### src/core/battmon_defs.svh
// constants for the battery monitor memory and measurement bank
`ifndef BATTMON_DEFS_SVH
`define BATTMON_DEFS_SVH
// page geometry
`define PAGE_BYTES 32
`define P1_BYTES 5'd24
`define P2_BYTES 5'd8
`define P3_BYTES 5'd8
`define SP_TOTAL 40
`define P2_BASE 6'd24
`define P3_BASE 6'd32
// register page and id page byte addresses
`define ADDR_TEMP_LSB 8'h60
`define ADDR_TEMP_MSB 8'h61
`define ADDR_STAT_LSB 8'h62
`define ADDR_STAT_MSB 8'h63
`define ADDR_VOLT_LSB 8'h77
`define ADDR_VOLT_MSB 8'h78
`define ADDR_MFG_LSB 8'h80
`define ADDR_MFG_MSB 8'h81
`define ADDR_CYC_LSB 8'h82
`define ADDR_CYC_MSB 8'h83
// status byte fields and fixed read values
`define ST_TB 0
`define ST_NVB 1
`define ST_LOCK 2
`define ST_ADB 3
`define STAT_MSB_VAL 8'hff
`define RESERVED_RD 8'h00
// command codes
`define CMD_CONVERT_V 8'hb4
`define CMD_CONVERT_T 8'hd2
`define CMD_COPY_SP 8'h51
`define CMD_LOCK 8'h43
`define CMD_UNLOCK 8'h44
`define CMD_CYC_INC 8'hb5
`define CMD_CYC_RST 8'hb8
// widths and reset values
`define TEMP_BITS 13
`define VOLT_BITS 10
`define TIMER_W 20
`define LOCK_RESET 1'b0
`define CYC_RESET 16'h0000
`define CYC_MAX 16'hffff
`define MFG_ID_DEFAULT 16'h5a5a
// timing
`define CLK_PERIOD_NS 10
`define NS_PER_MS 1000000
`define ADC_TIME_MS 10
`define COPY_MIN_MS 2
`define COPY_MAX_MS 10
`define ADC_CYCLES ((`ADC_TIME_MS * `NS_PER_MS) / `CLK_PERIOD_NS)
`define COPY_CYCLES ((`COPY_MIN_MS * `NS_PER_MS + `CLK_PERIOD_NS - 1) / `CLK_PERIOD_NS)
`endif

### src/core/battmon_pkg.sv
// types shared by the battery monitor bank
package battmon_pkg;
    // the five pages in address order
    typedef enum logic [2:0] {
        PG_ONE,
        PG_TWO,
        PG_THREE,
        PG_REGS,
        PG_MFG
    } page_e;
    typedef logic [7:0] byte_t;
endpackage : battmon_pkg

### src/core/battmon_bank.sv
// battery monitor memory pages, status flags and measurement registers
`timescale 1ns/10ps
`include "battmon_defs.svh"
// **********************************************************************
// Functional notes
// memory spans five pages of 32 bytes, only some bytes implemented
// pages one to three write a readable scratchpad, copy moves it to backing
// register page is volatile except the page-one lock bit; here reset clears the lock bit too
// page five holds fixed manufacturer id and nonvolatile cycle counter; here reset clears the counter
// page one has 24 bytes, scratch and backing laid out alike
// page one can be locked against changes to its backing bytes
// page two has 8 bytes with backing, no lock
// page three has 8 bytes backed by volatile storage
// temperature is 13-bit two's complement, left aligned, 60h-61h
// temperature high byte holds sign and integer, low byte fraction
// status is read-only at 62h low byte and 63h high byte
// status low byte: busy, copy busy, lock, adc busy; 63h reads ones
// temperature busy is set during conversion, clear when data valid
// copy busy is set while copying, copy lasts 2 to 10 ms
// lock flag shows protection and is kept through supply loss; here reset clears it
// adc busy set during a conversion of about 10 ms
// command b4h starts 10-bit voltage conversion into 77h-78h
// voltage is unsigned binary with 10 mV per count
// all accesses come over the bus port, writes via scratchpad
// cycle counter saturates at ffffh
// writes to read-only registers are ignored
// **********************************************************************
module battmon_bank #(
    parameter int ADC_CYCLES = `ADC_CYCLES,
    parameter int COPY_CYCLES = `COPY_CYCLES,
    // arbitrary neutral value
    parameter logic [15:0] MFG_ID = `MFG_ID_DEFAULT
) (
    input wire logic clk,
    input wire logic resetn,
    input wire logic [7:0] mem_addr,
    input wire logic mem_wr,
    input wire logic [7:0] mem_wdata,
    input wire logic mem_rd,
    input wire logic mem_scratch,
    output logic [7:0] mem_rdata,
    output logic mem_rvalid,
    input wire logic cmd_valid,
    input wire logic [7:0] cmd_code,
    input wire battmon_pkg::page_e cmd_page,
    output logic cmd_accept,
    output logic temp_start,
    input wire logic temp_ready,
    input wire logic [12:0] temp_value,
    output logic adc_start,
    input wire logic [9:0] adc_value,
    output logic temp_conversion_busy,
    output logic nv_copy_busy,
    output logic adc_conversion_busy,
    output logic page_one_locked
);
    import battmon_pkg::*;
    // **********************************************************************
    // address decode
    // **********************************************************************
    page_e addr_page;
    logic [4:0] addr_off;
    logic sp_ok;
    logic [5:0] sp_idx;
    assign addr_page = page_e'(mem_addr[7:5]);
    assign addr_off = mem_addr[4:0];
    // page map
    always_comb begin
        sp_ok = 1'b0;
        sp_idx = 6'h00;
        case (addr_page)
            PG_ONE: begin
                sp_ok = addr_off < `P1_BYTES;
                sp_idx = {1'b0, addr_off};
            end
            PG_TWO: begin
                sp_ok = addr_off < `P2_BYTES;
                sp_idx = `P2_BASE + {3'b000, addr_off[2:0]};
            end
            PG_THREE: begin
                sp_ok = addr_off < `P3_BYTES;
                sp_idx = `P3_BASE + {3'b000, addr_off[2:0]};
            end
            default: sp_idx = 6'h00;
        endcase
    end
    // **********************************************************************
    // command decode
    // **********************************************************************
    logic lock_reg, copy_busy, adc_busy, adc_done, temp_busy_reg;
    logic is_conv_v, is_conv_t, is_copy, is_lock, is_unlock, is_inc, is_rst;
    logic conv_v_go, conv_t_go, copy_go, nv_go, lock_go, unlock_go;
    assign is_conv_v = cmd_valid && (cmd_code == `CMD_CONVERT_V);
    assign is_conv_t = cmd_valid && (cmd_code == `CMD_CONVERT_T);
    assign is_copy = cmd_valid && (cmd_code == `CMD_COPY_SP);
    assign is_lock = cmd_valid && (cmd_code == `CMD_LOCK);
    assign is_unlock = cmd_valid && (cmd_code == `CMD_UNLOCK);
    assign is_inc = cmd_valid && (cmd_code == `CMD_CYC_INC);
    assign is_rst = cmd_valid && (cmd_code == `CMD_CYC_RST);
    // convert voltage command
    assign conv_v_go = is_conv_v && !adc_busy;
    assign conv_t_go = is_conv_t && !temp_busy_reg;
    // locked page one refuses the copy
    assign nv_go = is_copy && !copy_busy &&
        ((cmd_page == PG_ONE && !lock_reg) || cmd_page == PG_TWO);
    // sram page copies at once, no eeprom wait
    assign copy_go = nv_go || (is_copy && cmd_page == PG_THREE);
    // lock state lives in eeprom, so lock and unlock are refused while a copy runs
    assign lock_go = is_lock && !copy_busy;
    assign unlock_go = is_unlock && !copy_busy;
    // one-cycle acknowledge of every command actually taken
    always_ff @(posedge clk or negedge resetn) begin
        if (!resetn) begin
            cmd_accept <= 1'b0;
        end else begin
            cmd_accept <= conv_v_go || conv_t_go || copy_go || lock_go ||
                unlock_go || is_inc || is_rst;
        end
    end
    // **********************************************************************
    // scratchpad and backing cells
    // **********************************************************************
    logic [7:0] scratch_word [0:`SP_TOTAL-1];
    logic [7:0] backing_word [0:`SP_TOTAL-1];
    genvar gi;
    generate
        for (gi = 0; gi < `SP_TOTAL; gi++) begin : g_cell
            localparam page_e CELL_PAGE = (gi < 24) ? PG_ONE :
                (gi < 32) ? PG_TWO : PG_THREE;
            logic [7:0] sp_reg;
            logic [7:0] bk_reg;
            // bus writes land only in the scratchpad
            always_ff @(posedge clk) begin
                if (mem_wr && sp_ok && sp_idx == 6'(gi)) begin
                    sp_reg <= mem_wdata;
                end
            end
            // copy snapshots the scratch page at command time
            // page one cells map byte for byte
            // page two backing is never locked
            always_ff @(posedge clk) begin
                if (copy_go && cmd_page == CELL_PAGE) begin
                    bk_reg <= sp_reg;
                end
            end
            assign scratch_word[gi] = sp_reg;
            assign backing_word[gi] = bk_reg;
        end
    endgenerate
    // **********************************************************************
    // nonvolatile copy timing and lock
    // **********************************************************************
    // eeprom copy busy window
    busy_timer #(
        .WIDTH(`TIMER_W),
        .COUNT(COPY_CYCLES)
    ) u_copy_timer (
        .clk(clk),
        .resetn(resetn),
        .start(nv_go),
        .busy(copy_busy),
        .done()
    );
    // lock kept in its own register, cleared by reset like the volatile ones
    // lock flag set by command only, cleared by command or by reset
    always_ff @(posedge clk or negedge resetn) begin
        if (!resetn) begin
            lock_reg <= `LOCK_RESET;
        end else if (lock_go) begin
            lock_reg <= 1'b1;
        end else if (unlock_go) begin
            lock_reg <= 1'b0;
        end
    end
    // **********************************************************************
    // temperature conversion
    // **********************************************************************
    logic rdy_s1_reg, rdy_s2_reg, rdy_s3_reg, rdy_lvl_reg, temp_done;
    logic [15:0] temp_reg, volt_reg, cyc_reg;
    // three-stage catch of the sensor ready pin
    always_ff @(posedge clk or negedge resetn) begin
        if (!resetn) begin
            rdy_s1_reg <= 1'b0;
            rdy_s2_reg <= 1'b0;
            rdy_s3_reg <= 1'b0;
            rdy_lvl_reg <= 1'b0;
        end else begin
            rdy_s1_reg <= temp_ready;
            rdy_s2_reg <= rdy_s1_reg;
            rdy_s3_reg <= rdy_s2_reg;
            if (rdy_s2_reg == rdy_s3_reg) begin
                rdy_lvl_reg <= rdy_s3_reg;
            end
        end
    end
    assign temp_done = temp_busy_reg && !rdy_lvl_reg && rdy_s2_reg && rdy_s3_reg;
    // busy from start until the result is stored
    always_ff @(posedge clk or negedge resetn) begin
        if (!resetn) begin
            temp_busy_reg <= 1'b0;
            temp_start <= 1'b0;
        end else begin
            temp_start <= conv_t_go;
            if (conv_t_go) begin
                temp_busy_reg <= 1'b1;
            end else if (temp_done) begin
                temp_busy_reg <= 1'b0;
            end
        end
    end
    // left aligned, low three bits zero
    // sign and integer land in the high byte
    always_ff @(posedge clk or negedge resetn) begin
        if (!resetn) begin
            temp_reg <= 16'h0000;
        end else if (temp_done) begin
            temp_reg <= {temp_value, 3'b000};
        end
    end
    // **********************************************************************
    // battery voltage conversion
    // **********************************************************************
    // adc busy for the conversion time
    busy_timer #(
        .WIDTH(`TIMER_W),
        .COUNT(ADC_CYCLES)
    ) u_adc_timer (
        .clk(clk),
        .resetn(resetn),
        .start(conv_v_go),
        .busy(adc_busy),
        .done(adc_done)
    );
    always_ff @(posedge clk or negedge resetn) begin
        if (!resetn) begin
            adc_start <= 1'b0;
        end else begin
            adc_start <= conv_v_go;
        end
    end
    // unsigned 10 mV counts, converter holds value until done
    always_ff @(posedge clk or negedge resetn) begin
        if (!resetn) begin
            volt_reg <= 16'h0000;
        end else if (adc_done) begin
            volt_reg <= {6'b000000, adc_value};
        end
    end
    // **********************************************************************
    // cycle counter
    // **********************************************************************
    // counter beside the fixed id
    // no wrap past ffffh
    always_ff @(posedge clk or negedge resetn) begin
        if (!resetn) begin
            cyc_reg <= `CYC_RESET;
        end else if (is_rst) begin
            cyc_reg <= `CYC_RESET;
        end else if (is_inc && cyc_reg != `CYC_MAX) begin
            cyc_reg <= cyc_reg + 16'h0001;
        end
    end
    // **********************************************************************
    // read path
    // **********************************************************************
    logic [7:0] status_lo, rd_byte;
    // defined flags only in the low status byte
    always_comb begin
        status_lo = 8'h00;
        status_lo[`ST_TB] = temp_busy_reg;
        status_lo[`ST_NVB] = copy_busy;
        status_lo[`ST_LOCK] = lock_reg;
        status_lo[`ST_ADB] = adc_busy;
    end
    // status reads, no write path exists
    // only scratch cells take writes
    always_comb begin
        rd_byte = `RESERVED_RD;
        if (sp_ok) begin
            rd_byte = mem_scratch ? scratch_word[sp_idx] : backing_word[sp_idx];
        end else begin
            case (mem_addr)
                `ADDR_TEMP_LSB: rd_byte = temp_reg[7:0];
                `ADDR_TEMP_MSB: rd_byte = temp_reg[15:8];
                `ADDR_STAT_LSB: rd_byte = status_lo;
                `ADDR_STAT_MSB: rd_byte = `STAT_MSB_VAL;
                `ADDR_VOLT_LSB: rd_byte = volt_reg[7:0];
                `ADDR_VOLT_MSB: rd_byte = volt_reg[15:8];
                `ADDR_MFG_LSB: rd_byte = MFG_ID[7:0];
                `ADDR_MFG_MSB: rd_byte = MFG_ID[15:8];
                `ADDR_CYC_LSB: rd_byte = cyc_reg[7:0];
                `ADDR_CYC_MSB: rd_byte = cyc_reg[15:8];
                default: rd_byte = `RESERVED_RD;
            endcase
        end
    end
    // read answers one cycle later
    always_ff @(posedge clk or negedge resetn) begin
        if (!resetn) begin
            mem_rdata <= 8'h00;
            mem_rvalid <= 1'b0;
        end else begin
            mem_rvalid <= mem_rd;
            if (mem_rd) begin
                mem_rdata <= rd_byte;
            end
        end
    end
    assign temp_conversion_busy = temp_busy_reg;
    assign nv_copy_busy = copy_busy;
    assign adc_conversion_busy = adc_busy;
    assign page_one_locked = lock_reg;

    int copy_len_reg;
    always_ff @(posedge clk or negedge resetn) begin
        if (!resetn) begin
            copy_len_reg <= 0;
        end else if (copy_busy) begin
            copy_len_reg <= copy_len_reg + 1;
        end else begin
            copy_len_reg <= 0;
        end
    end
endmodule : battmon_bank

### src/core/busy_timer.sv
// one-shot busy timer: busy for COUNT cycles after start, then a done pulse
`timescale 1ns/10ps
`include "battmon_defs.svh"
module busy_timer #(
    parameter int WIDTH = `TIMER_W,
    parameter int COUNT = 1000
) (
    input wire logic clk,
    input wire logic resetn,
    input wire logic start,
    output logic busy,
    output logic done
);
    logic [WIDTH-1:0] cnt_reg;
    logic busy_reg;
    logic done_reg;

    // start is ignored while already running
    always_ff @(posedge clk or negedge resetn) begin
        if (!resetn) begin
            busy_reg <= 1'b0;
            cnt_reg <= '0;
            done_reg <= 1'b0;
        end else begin
            done_reg <= 1'b0;
            if (!busy_reg && start) begin
                busy_reg <= 1'b1;
                cnt_reg <= WIDTH'(COUNT - 1);
            end else if (busy_reg) begin
                if (cnt_reg == '0) begin
                    busy_reg <= 1'b0;
                    done_reg <= 1'b1;
                end else begin
                    cnt_reg <= cnt_reg - 1'b1;
                end
            end
        end
    end

    assign busy = busy_reg;
    assign done = done_reg;
endmodule : busy_timer

### config.mk
export PLATFORM = sky130hd
export DESIGN_NAME = battmon_bank
export DESIGN_NICKNAME = d
export VERILOG_FILES = /design/src/core/battmon_pkg.sv /design/src/core/battmon_bank.sv /design/src/core/busy_timer.sv
export VERILOG_INCLUDE_DIRS = /design/src /design/src/core
export SDC_FILE = /design/constraint.sdc
export NUM_CORES = 1
export LEC_CHECK = 0
export BUFFER_PORTS_ARGS = -buffer_cell sky130_fd_sc_hd__buf_2
export CORE_MARGIN = 2
export CORE_UTILIZATION = 60
export DETAILED_ROUTE_END_ITERATION = 12
export PLACE_DENSITY = 0.86
export SKIP_CTS_REPAIR_TIMING = 1
export SLEW_MARGIN = 15
export SYNTH_ARGS = -nofsm -noshare
export SYNTH_HDL_FRONTEND = slang
export SYNTH_SLANG_ARGS = --single-unit
### constraint.sdc
create_clock -name clk -period 18.6 [get_ports clk]
set_input_delay 1.86 -clock clk [delete_from_list [all_inputs] [get_ports clk]]
set_output_delay 1.86 -clock clk [all_outputs]
set_load 0.05 [all_outputs]
# ---- Word-level counts from Yosys, hierarchy flattened
# Index checks and enable logic that the tools add are counted.
dict set report word_totals {
  ff_bits 740
  in_bits 57
  word_cells 296
}
dict set report op_classes {
  addsub 5
  magnitude_cmp 3
  eq_ne 64
  muxes 32
  bitwise 1
  reduce_logical 92
}
# op count
set ops {}
lappend ops {{$mux 20} 6}
lappend ops {{$bmux 8 s6} 2}
lappend ops {{$eq 6x5->1 const B} 16}
lappend ops {{$eq 8x7->1 const B} 9}
lappend ops {{$pmux 8 s9} 1}
lappend ops {{$logic_and 1x1->1} 65}
lappend ops {{$eq 8x8->1 const B} 8}
lappend ops {{$eq 6x4->1 const B} 8}
lappend ops {{$eq 6x6->1 const B} 8}
lappend ops {{$mux 8} 6}
lappend ops {{$logic_not 20->1} 2}
lappend ops {{$sub 20x1->20 const B} 2}
lappend ops {{$mux 16} 2}
lappend ops {{$eq 6x3->1 const B} 4}
lappend ops {{$pmux 6 s3} 1}
lappend ops {{$add 16x1->16 const B} 1}
lappend ops {{$ne 16x16->1 const B} 1}
lappend ops {{$mux 1} 13}
lappend ops {{$eq 6x2->1 const B} 2}
lappend ops {{$reduce_bool 2->1} 5}
lappend ops {{$logic_or 1x1->1} 8}
lappend ops {{$ge 7x7->1 const B} 1}
lappend ops {{$not 6->7} 1}
lappend ops {{$add 5x3->6 const A} 1}
lappend ops {{14 further kinds} 24}

# ---- Longest topological paths before layout
# Gate-level depths: netlist of the first run.
dict set report logic_depth {
  ltp_word 10
  depth_mapped 12
}

# ---- By module
# From an unflattened synthesis of the first run, not the netlist that was laid out.
dict set report hier_totals {
  hier_cells 2072
  hier_area_um2 30623.1
}
# module n_inst cells_per_inst area_per_inst_um2 seq_area_each_um2
set modules_own_cells {}
lappend modules_own_cells {battmon_bank 1 1807 28046.9 20644.8}
lappend modules_own_cells {{busy_timer (u_adc_timer)} 1 130 1320.0 550.5}
lappend modules_own_cells {{busy_timer (u_copy_timer)} 1 135 1256.2 550.5}

# ---- Worst setup path after synthesis of the first run
# Ideal clock, no wire load.
dict set report synth_timing {
  kind {in2reg}
  startpoint {input port cmd_code[5]}
  endpoint {register g_cell[0].bk_reg[0] (enable)}
  arrival_time_ns 11.058
  slack_ns 6.795
  path_stages 6
  cell_sequence {nand3b_1 > nor4b_1 > nand2_1 > or4_1 > clkbuf_1 > nor2_1}
}
dict set report synth_via {
  elab_chain_cells 6
  elab_cells_between_ends 7
  classes_between {eq/ne (1); reduce/logical (6)}
}
# element line_no
set synth_lines {}
lappend synth_lines {{start, declared} battmon_bank.sv:44} ;# input wire logic [7:0] cmd_code,
lappend synth_lines {{$eq 8x7->1 (no source line) (*)} --}
lappend synth_lines {{$logic_and 1x1->1 (*)} battmon_bank.sv:95} ;# assign is_copy = cmd_valid && (cmd_code == `CMD_COPY_SP);
lappend synth_lines {{$logic_and 1x1->1 (2 in series)} battmon_bank.sv:104} ;# assign nv_go = is_copy && !copy_busy &&
lappend synth_lines {{$logic_or 1x1->1 (*)} battmon_bank.sv:107} ;# assign copy_go = nv_go || (is_copy && cmd_page == PG_THREE);
lappend synth_lines {{$logic_and 1x1->1 (*)} battmon_bank.sv:142} ;# if (copy_go && cmd_page == CELL_PAGE) begin
lappend synth_lines {{end signal, assigned} battmon_bank.sv:143} ;# bk_reg <= sp_reg;
lappend synth_lines {{end, declared} battmon_bank.sv:131} ;# logic [7:0] bk_reg;
# Every way passes the cells marked *; elsewhere a longest branch is shown, timed or not.
# A chain may end at the register's enable or synchronous reset.

# ---- Worst setup path after layout of the first run
dict set report layout_timing {
  startpoint {input port mem_addr[0]}
  endpoint {register mem_rdata[0]}
}
dict set report layout_via {
  elab_chain_cells 8
  elab_cells_between_ends 27
  classes_between {add/sub (2); order compare (2); eq/ne (10); mux (11); bitwise (1); reduce/logical (1)}
}
# element line_no
set layout_lines {}
lappend layout_lines {{start, declared} battmon_bank.sv:36} ;# input wire logic [7:0] mem_addr,
lappend layout_lines {{$add 6x3->6 (no source line) / $add 5x3->6 (equally long branches)} --}
lappend layout_lines {{$pmux 6 s3} battmon_bank.sv:71} ;# case (addr_page)
lappend layout_lines {{$not 6->7 (implied by the code)} battmon_bank.sv:280} ;# rd_byte = mem_scratch ? scratch_word[sp_idx] : backing_word[sp_idx];
lappend layout_lines {{$bmux 8 s6} battmon_bank.sv:280}
lappend layout_lines {{$mux 8 (implied by the code) (2 in series)} battmon_bank.sv:280}
lappend layout_lines {{$mux 8} battmon_bank.sv:280}
lappend layout_lines {{$mux 8 (*)} battmon_bank.sv:279} ;# if (sp_ok) begin
lappend layout_lines {{end signal, assigned} battmon_bank.sv:305} ;# mem_rdata <= rd_byte;
lappend layout_lines {{end, declared} battmon_bank.sv:41} ;# output logic [7:0] mem_rdata,
# Every way passes the cells marked *; elsewhere a longest branch is shown, timed or not. The select of a mux whose other input is x is not followed.

==> out/metrics.csv, run 1 <==
stage;metric;value;unit
outcome;status;finished, final reports clean;
power;clock power share;0.414;
worst_setup_path;Worst R2R Start;page_one_locked$_DFFE_PN0P_;
global_routing;largest net degree at the start of global routing;96;
layout;number of fill cells;2909;
layout;Area Overhead vs Synth;10.97;%
sta;RSZ-0062 raised after global routing;no;
logic_synthesis;Post-synth EDFFs;640;
power;Max IR drop VDD;0.0001342;V
cts;clk_lat worst skew;0.61;ns
logic_synthesis;synthesized area per cell;14.95;um^2
cts;H-tree depth;3;
placed_design;hpwl dp;45610;um
logic_synthesis;Post-Syn Area;29200;um^2
logic_synthesis;largest cells by area after synthesis;edfxtp_1 66%, dfrtp_1 8.6%, a22oi_1 5.2%;
global_routing;wire length of the first global-routing pass;115100;um
logic_synthesis;Yosys Warn Count;0;
power;total power divided by cell area;105.8;nW/um^2
floorplan;I/O Pins;73;
power;Logic pwr share;0.053;
sta;Slew headroom;0.09761;
detailed_routing;DRT Pass-1 Iters;9;
floorplan;die area;50440;um^2
hold_path;Hold Path End;rdy_s2_reg$_DFF_PN0_;
layout;fraction of layout cells with a size suffix above 1;0.1326;
detailed_routing;final WL;78080;um
floorplan;Rows;80;
cts;clock root buffer;clkbuf_16;
sta;crit path time final;5.530;ns
hold_path;Worst Hold Class;reg2reg;
power;overall power;3.429;mW
sta;Worst Skew;0.02078;ns
detailed_routing;Vias/cell;7.172;
logic_synthesis;ys async rst share;0.1351;
layout;Finished Core Util;0.6772;
worst_setup_path;Crit Path Max Fanout;30;
cts;CTS Sinks;740;
worst_setup_path;worst reg-to-reg setup slack;15.17;ns
worst_setup_path;crit start category;input pin;
cts;Clock Pin Slew Worst Setup and Hold Paths;0.06;ns
sta;setup_tns;0;ns
logic_synthesis;top-area cell type share of the netlist area;0.6582;
worst_setup_path;CP endpoint kind;flop;
global_routing;GRT Util Overall;0.3093;
detailed_routing;antenna viol nets, final;0;
layout;commonest non-fill, non-tap cells in the layout;640 x edfxtp_1, 204 x a22oi_1, 142 x nor2_1;
worst_setup_path;Worst EP required;19.14;ns
placed_design;I/O Buffers;72;
detailed_routing;DRC Markers;0;
hold_path;hold depth;0;
worst_setup_path;R2R cell count;4;
logic_synthesis;Syn Inst Count;1953;
floorplan;core box area;47850;um^2
cts;CTS Buffer Depth;3;
worst_setup_path;Crit path arrival time;6.07;ns
power;Power Internal;2.682;mW
global_routing;vias in the first global route;19006;
power;register share of total power;0.533;
detailed_routing;routed via count;19234;
cts;CTS Buf Count;69;
logic_synthesis;Seq/Total Area, Yosys;0.7439;
global_routing;Overflow after GRT;0;
detailed_routing;WL/cell;29.11;um
detailed_routing;1st-iter DRT viols;3285;
hold_path;hold path startpoint;rdy_s1_reg$_DFF_PN0_;
floorplan;initial core utilization;0.6103;
sta;Worst Tran Pin Value;1.349;ns
flow_run;max_cap viols;0;
logic_synthesis;Mapped Nets;2013;
floorplan;DIE WIDTH;224.6;um
layout;leading cell type in the layout, fill and taps excluded;edfxtp_1;
sta;crit share post-route;0.2973;
global_routing;number of antenna violations at the first check in global routing;1;
placed_design;Placer Congestion;0.9096;
power;NetSw;746.4;uW
sta;fmax;180.8;MHz
worst_setup_path;Reg-to-Reg End;g_cell[14].bk_reg[2]$_DFFE_PP_;
power;switching part of the total;0.2177;
floorplan;Die Y;224.6;um
layout;Post-layout nets;2074;
power;static leakage;10.68;nW
worst_setup_path;WS Path Type;in2reg;
logic_synthesis;Synth cell types;75;
logic_synthesis;cell taking the most area after synthesis;edfxtp_1;
logic_synthesis;Synth Flop Type;edfxtp_1;
sta;final hold viol count;0;
cts;CTS tree;done;
logic_synthesis;#FFs+latches synth;740;
sta;# setup viols final;0;
sta;Final Max Slew Viols;0;
-- synth_stat cells (20+ instances only) --
| library cell | count |
|---|---|
| nand2_1 | 71 |
| a22oi_1 | 204 |
| dfrtp_1 | 100 |
| nand3_1 | 33 |
| xnor2_1 | 20 |
| buf_2 | 52 |
| nor2_1 | 150 |
| nor4_1 | 31 |
| o22ai_1 | 37 |
| o21ai_0 | 46 |
| clkbuf_1 | 45 |
| mux2_2 | 42 |
| nor3_1 | 42 |
| a21oi_1 | 139 |
| edfxtp_1 | 640 |
-- worst max-delay path by stage --
stage                                    endpoint  slack [ns]  cells after the start         from
global placement         mem_rdata[0]$_DFFE_PN0P_       12.97                     10  mem_addr[0]
CTS                      mem_rdata[0]$_DFFE_PN0P_       13.35                     10  mem_addr[0]
finish                   mem_rdata[0]$_DFFE_PN0P_       13.07                     10  mem_addr[0]
global route             mem_rdata[5]$_DFFE_PN0P_       13.10                     10  mem_addr[0]
detailed placement  g_cell[9].bk_reg[0]$_DFFE_PP_       12.79                      7  cmd_code[5]
floorplan           g_cell[0].bk_reg[0]$_DFFE_PP_        6.79                      6  cmd_code[5]
-- metrics by stage --
| stage | std cells | cell area [um^2] | hold WS (ns) | setup WS [ns] |
|---|---|---|---|---|
| after floorplan | 1953 | 29200 | 0.3312 | 6.795 |
| after global placement | 2557 | 30110 | 0.3334 | 12.97 |
| after detailed placement | 2557 | 30110 | 0.3412 | 12.79 |
| after CTS | 2680 | 32370 | 0.3714 | 13.35 |
| after global routing | 2681 | 32400 | 0.3728 | 13.10 |
| final | 2682 | 32400 | 0.3661 | 13.07 |
-- power by group through the flow --
stage	combinational, mW	sequential [mW]	clock (mW)
floorplan	0.0933	1.86	0
global placement	0.164	1.86	0
detailed placement	0.171	1.86	0
CTS	0.175	1.82	1.42
global route	0.188	1.83	1.48
finish	0.182	1.83	1.42
-- logic make-up (layout without fill, tap and decap cells) --
family,count (synthesis),count (layout),share of synthesized area
muxes,60,60,0.02237
adders and majority gates,5,5,0.001971
buffers and inverters,131,244,0.01971
xor gates and xnor gates,39,39,0.01170
and+or+nand+nor,444,444,0.07636
other,0,1,0
DFF,740,740,0.7439
AOI/OAI and AO/OA,534,534,0.1240
-- per-layer routing --
layer / routed length [um] / vias up / track usage
met5: 12 / - / 0
met4: 5031 / 2 / 0.1771
met3: 11020 / 367 / 0.08700
met2: 36600 / 1734 / 0.4805
met1: 25410 / 9260 / 0.3954
li1: - / 7871 / -
-- critical path, cell delays in order --
cell and delay [ns]:
buf_4 0.33, buf_4 0.46, nor2_2 0.28, nor2_2 0.58
buf_4 0.39, o22ai_1 0.14, nor3_1 0.64, nor3_1 0.15
nor4_1 0.89, a41o_1 0.29
-- cell type report --
cell class                 count  area, um^2  area share
clock inverter                30       355.3     0.01097
sequential                   740       21720      0.6704
timing repair buffer         107       631.9     0.01950
inverter                      14       52.55    0.001622
multi-input combinational   1082        6969      0.2151
antenna                        1       2.502  0.00007724
clock buffer                  93        1898     0.05858
tap                          615       769.5     0.02375
No activity file was read; power rests on OpenSTA's default activity.
==> inputs of run 2 (changes only) <==
- CORE_UTILIZATION: 60 -> 56
- PLACE_DENSITY: 0.86 -> 0.84
- clock period: 18.6 -> 4.5 ns (I/O delays scaled with it)
==> run 2 against run 1 <==
Effect of this change: sequential cell count did not move; sequential power rose to 4.1 times the previous value; wire length barely moved; via count barely moved; sequential share of layout area fell by 1.1 points; total power rose to 4.2 times the previous value; die area rose by 7.0%; worst setup slack got worse by 12 ns; register-to-register slack got worse by 14 ns; critical endpoint is now mem_rdata[3]$_DFFE_PN0P_.
==> out/metrics.csv, run 2 (same netlist as run 1, synthesis figures left out) <==
stage;metric;value;unit;change
sta;Final Max Slew Viols;0;;unchanged
flow_run;max_cap viols;0;;unchanged
global_routing;vias in the first global route;19065;;+0.31%
power;static leakage;10.94;nW;+2.4%
cts;clock root buffer;clkbuf_16;;
cts;CTS Buf Count;70;;+1.4%
global_routing;M1 GR Usage;0.3749;;-0.02049
sta;final worst slack;1.207;ns;-11.86 ns
floorplan;Rows;83;;+3.8%
sta;fmax;303.7;MHz;
sta;Worst Skew;0.03470;ns;+0.01393 ns
worst_setup_path;Crit Path Max Fanout;55;;+83%
global_routing;busiest grt layer;met2;;
layout;Area Overhead vs Synth;12.84;%;
placed_design;post-place setup slack;0.8195;ns;-11.97 ns
worst_setup_path;crit start category;input pin;;
sta;setup_tns;0;ns;unchanged
detailed_routing;WL/cell;27.99;um;-3.9%
global_routing;global routing met2 resource utilization;0.4525;;-0.02800
layout;post-route cell area;32950;um^2;+1.7%
global_routing;GRT Util Overall;0.2914;;-0.01794
sta;Hold WS;0.06073;ns;-0.3054 ns
placed_design;Placer Congestion;0.9252;;+1.7%
sta;RSZ-0062 raised after global routing;no;;
sta;final hold viol count;0;;unchanged
worst_setup_path;Crit path arrival time;3.81;ns;-2.26 ns
detailed_routing;routed via count;19219;;-0.078%
layout;leading cell type in the layout, fill and taps excluded;edfxtp_1;;
cts;CTS Buffer Depth;3;;unchanged
floorplan;core box area;51410;um^2;+7.4%
global_routing;wire length of the first global-routing pass;116300;um;+1.0%
power;total power divided by cell area;433.9;nW/um^2;+310%
worst_setup_path;worst reg-to-reg setup slack;1.56;ns;-13.61 ns
power;Max IR drop VDD;0.0005247;V;+290%
cts;CTS tree;done;;
floorplan;initial core utilization;0.5680;;-0.04226
layout;Post-layout nets;2114;;+1.9%
sta;Slew headroom;0.2103;;+0.1127
outcome;status;finished, final reports clean;;
sta;# setup viols final;0;;unchanged
detailed_routing;antenna viol nets, final;0;;unchanged
layout;fraction of layout cells with a size suffix above 1;0.1479;;+0.01524
worst_setup_path;WS Path Type;in2reg;;
placed_design;hpwl dp;47750;um;+4.7%
global_routing;largest net degree at the start of global routing;99;;+3.1%
worst_setup_path;CP endpoint kind;flop;;
global_routing;Overflow after GRT;0;;unchanged
placed_design;I/O Buffers;72;;unchanged
layout;Final Non-Filler Cells;2791;;+4.1%
detailed_routing;final WL;78110;um;about the same
global_routing;number of antenna violations at the first check in global routing;1;;unchanged
cts;clk_lat worst skew;0.64;ns;+0.03 ns
sta;crit share post-route;0.7318;;
placed_design;placed insts;2660;;+4.0%
worst_setup_path;Worst EP required;5.02;ns;-14.12 ns
floorplan;Die Y;232.3;um;+3.4%
global_routing;GR Layer Usage met3;0.07539;;-0.01161
worst_setup_path;cells along the critical path;buf_2 -> nand2b_1 -> nor2_4 -> buf_12 -> a22oi_1 -> a21oi_1 -> or4_1 -> o22ai_1 -> o41ai_1;;
floorplan;I/O Pins;73;;unchanged
worst_setup_path;slowest stage delay, CP;0.84;ns;-0.05 ns
cts;H-tree depth;3;;unchanged
detailed_routing;1st-iter DRT viols;3049;;-7.2%
detailed_routing;DRT Pass-1 Iters;7;;-2
detailed_routing;Vias/cell;6.886;;-4.0%
floorplan;die area;53980;um^2;+7.0%
sta;crit path time final;3.293;ns;
detailed_routing;DRC Markers;0;;unchanged
worst_setup_path;Slowest-stage cell, CP;nor2_4;;
layout;commonest non-fill, non-tap cells in the layout;640 x edfxtp_1, 204 x a22oi_1, 146 x nor2_1;;
cts;CTS Sinks;740;;unchanged
sta;Worst Tran Pin Value;1.180;ns;-0.1685 ns
placed_design;Area after DPL;30600;um^2;+1.6%
floorplan;DIE WIDTH;232.3;um;+3.4%
cts;Clock Pin Slew Worst Setup and Hold Paths;0.06;ns;about the same
hold_path;Worst Hold Class;in2reg;;
[run 2: power breakdown]
| part | total [mW] | switching (mW) | internal (mW) | leakage, nW |
|---|---|---|---|---|
| combinational | 0.764 | 0.527 | 0.238 | 2.91 |
| sequential | 7.55 | 0.0607 | 7.49 | 6.90 |
| clock | 5.98 | 2.55 | 3.44 | 1.12 |
| total | 14.3 | 3.13 | 11.2 | 10.9 |
[run 2: stage by stage]
step	util	power, mW
floorplan	-	8.085
global placement	0.5952	8.391
detailed placement	0.5953	8.417
CTS	0.6405	14.28
global route	0.6409	14.61
finish	0.6409	14.29
[run 2: final timing paths]
path,from,end,cells after the start
max in group asynchronous,resetn,u_adc_timer.cnt_reg[8]$_DFFE_PN0P_,3
min in group asynchronous,resetn,temp_start$_DFF_PN0_,2
hold reg to reg,rdy_s1_reg$_DFF_PN0_,rdy_s2_reg$_DFF_PN0_,0
setup reg to reg,u_copy_timer.busy$_DFF_PN0_,g_cell[0].bk_reg[7]$_DFFE_PP_,3
hold / removal,temp_value[3],temp_reg[6]$_DFFE_PN0P_,2
setup / recovery,mem_addr[1],mem_rdata[3]$_DFFE_PN0P_,9
[run 2: routing by layer]
layer,vias up,routed length [um]
li1,7973,-
met1,9375,26610
met4,0,4733
met5,-,0
met2,1564,36620
met3,307,10150
[run 2: final cells by class]
type,count,area (um^2)
flip-flops and latches,740,21720
fillers,3362,18460
multi-input cells,1082,6972
clock buffers,97,1934
repair buffers,146,1026
well taps,680,850.8
clock inverters,31,389.1
inverters,14,52.55
diodes,1,2.502
[run 2: critical path, delay by kind of cell]
family | cells | cell delay, ns
and+or+nand+nor | 3 | 1.41
AOI/OAI and AO/OA | 4 | 1.12
buffers and inverters | 2 | 0.77
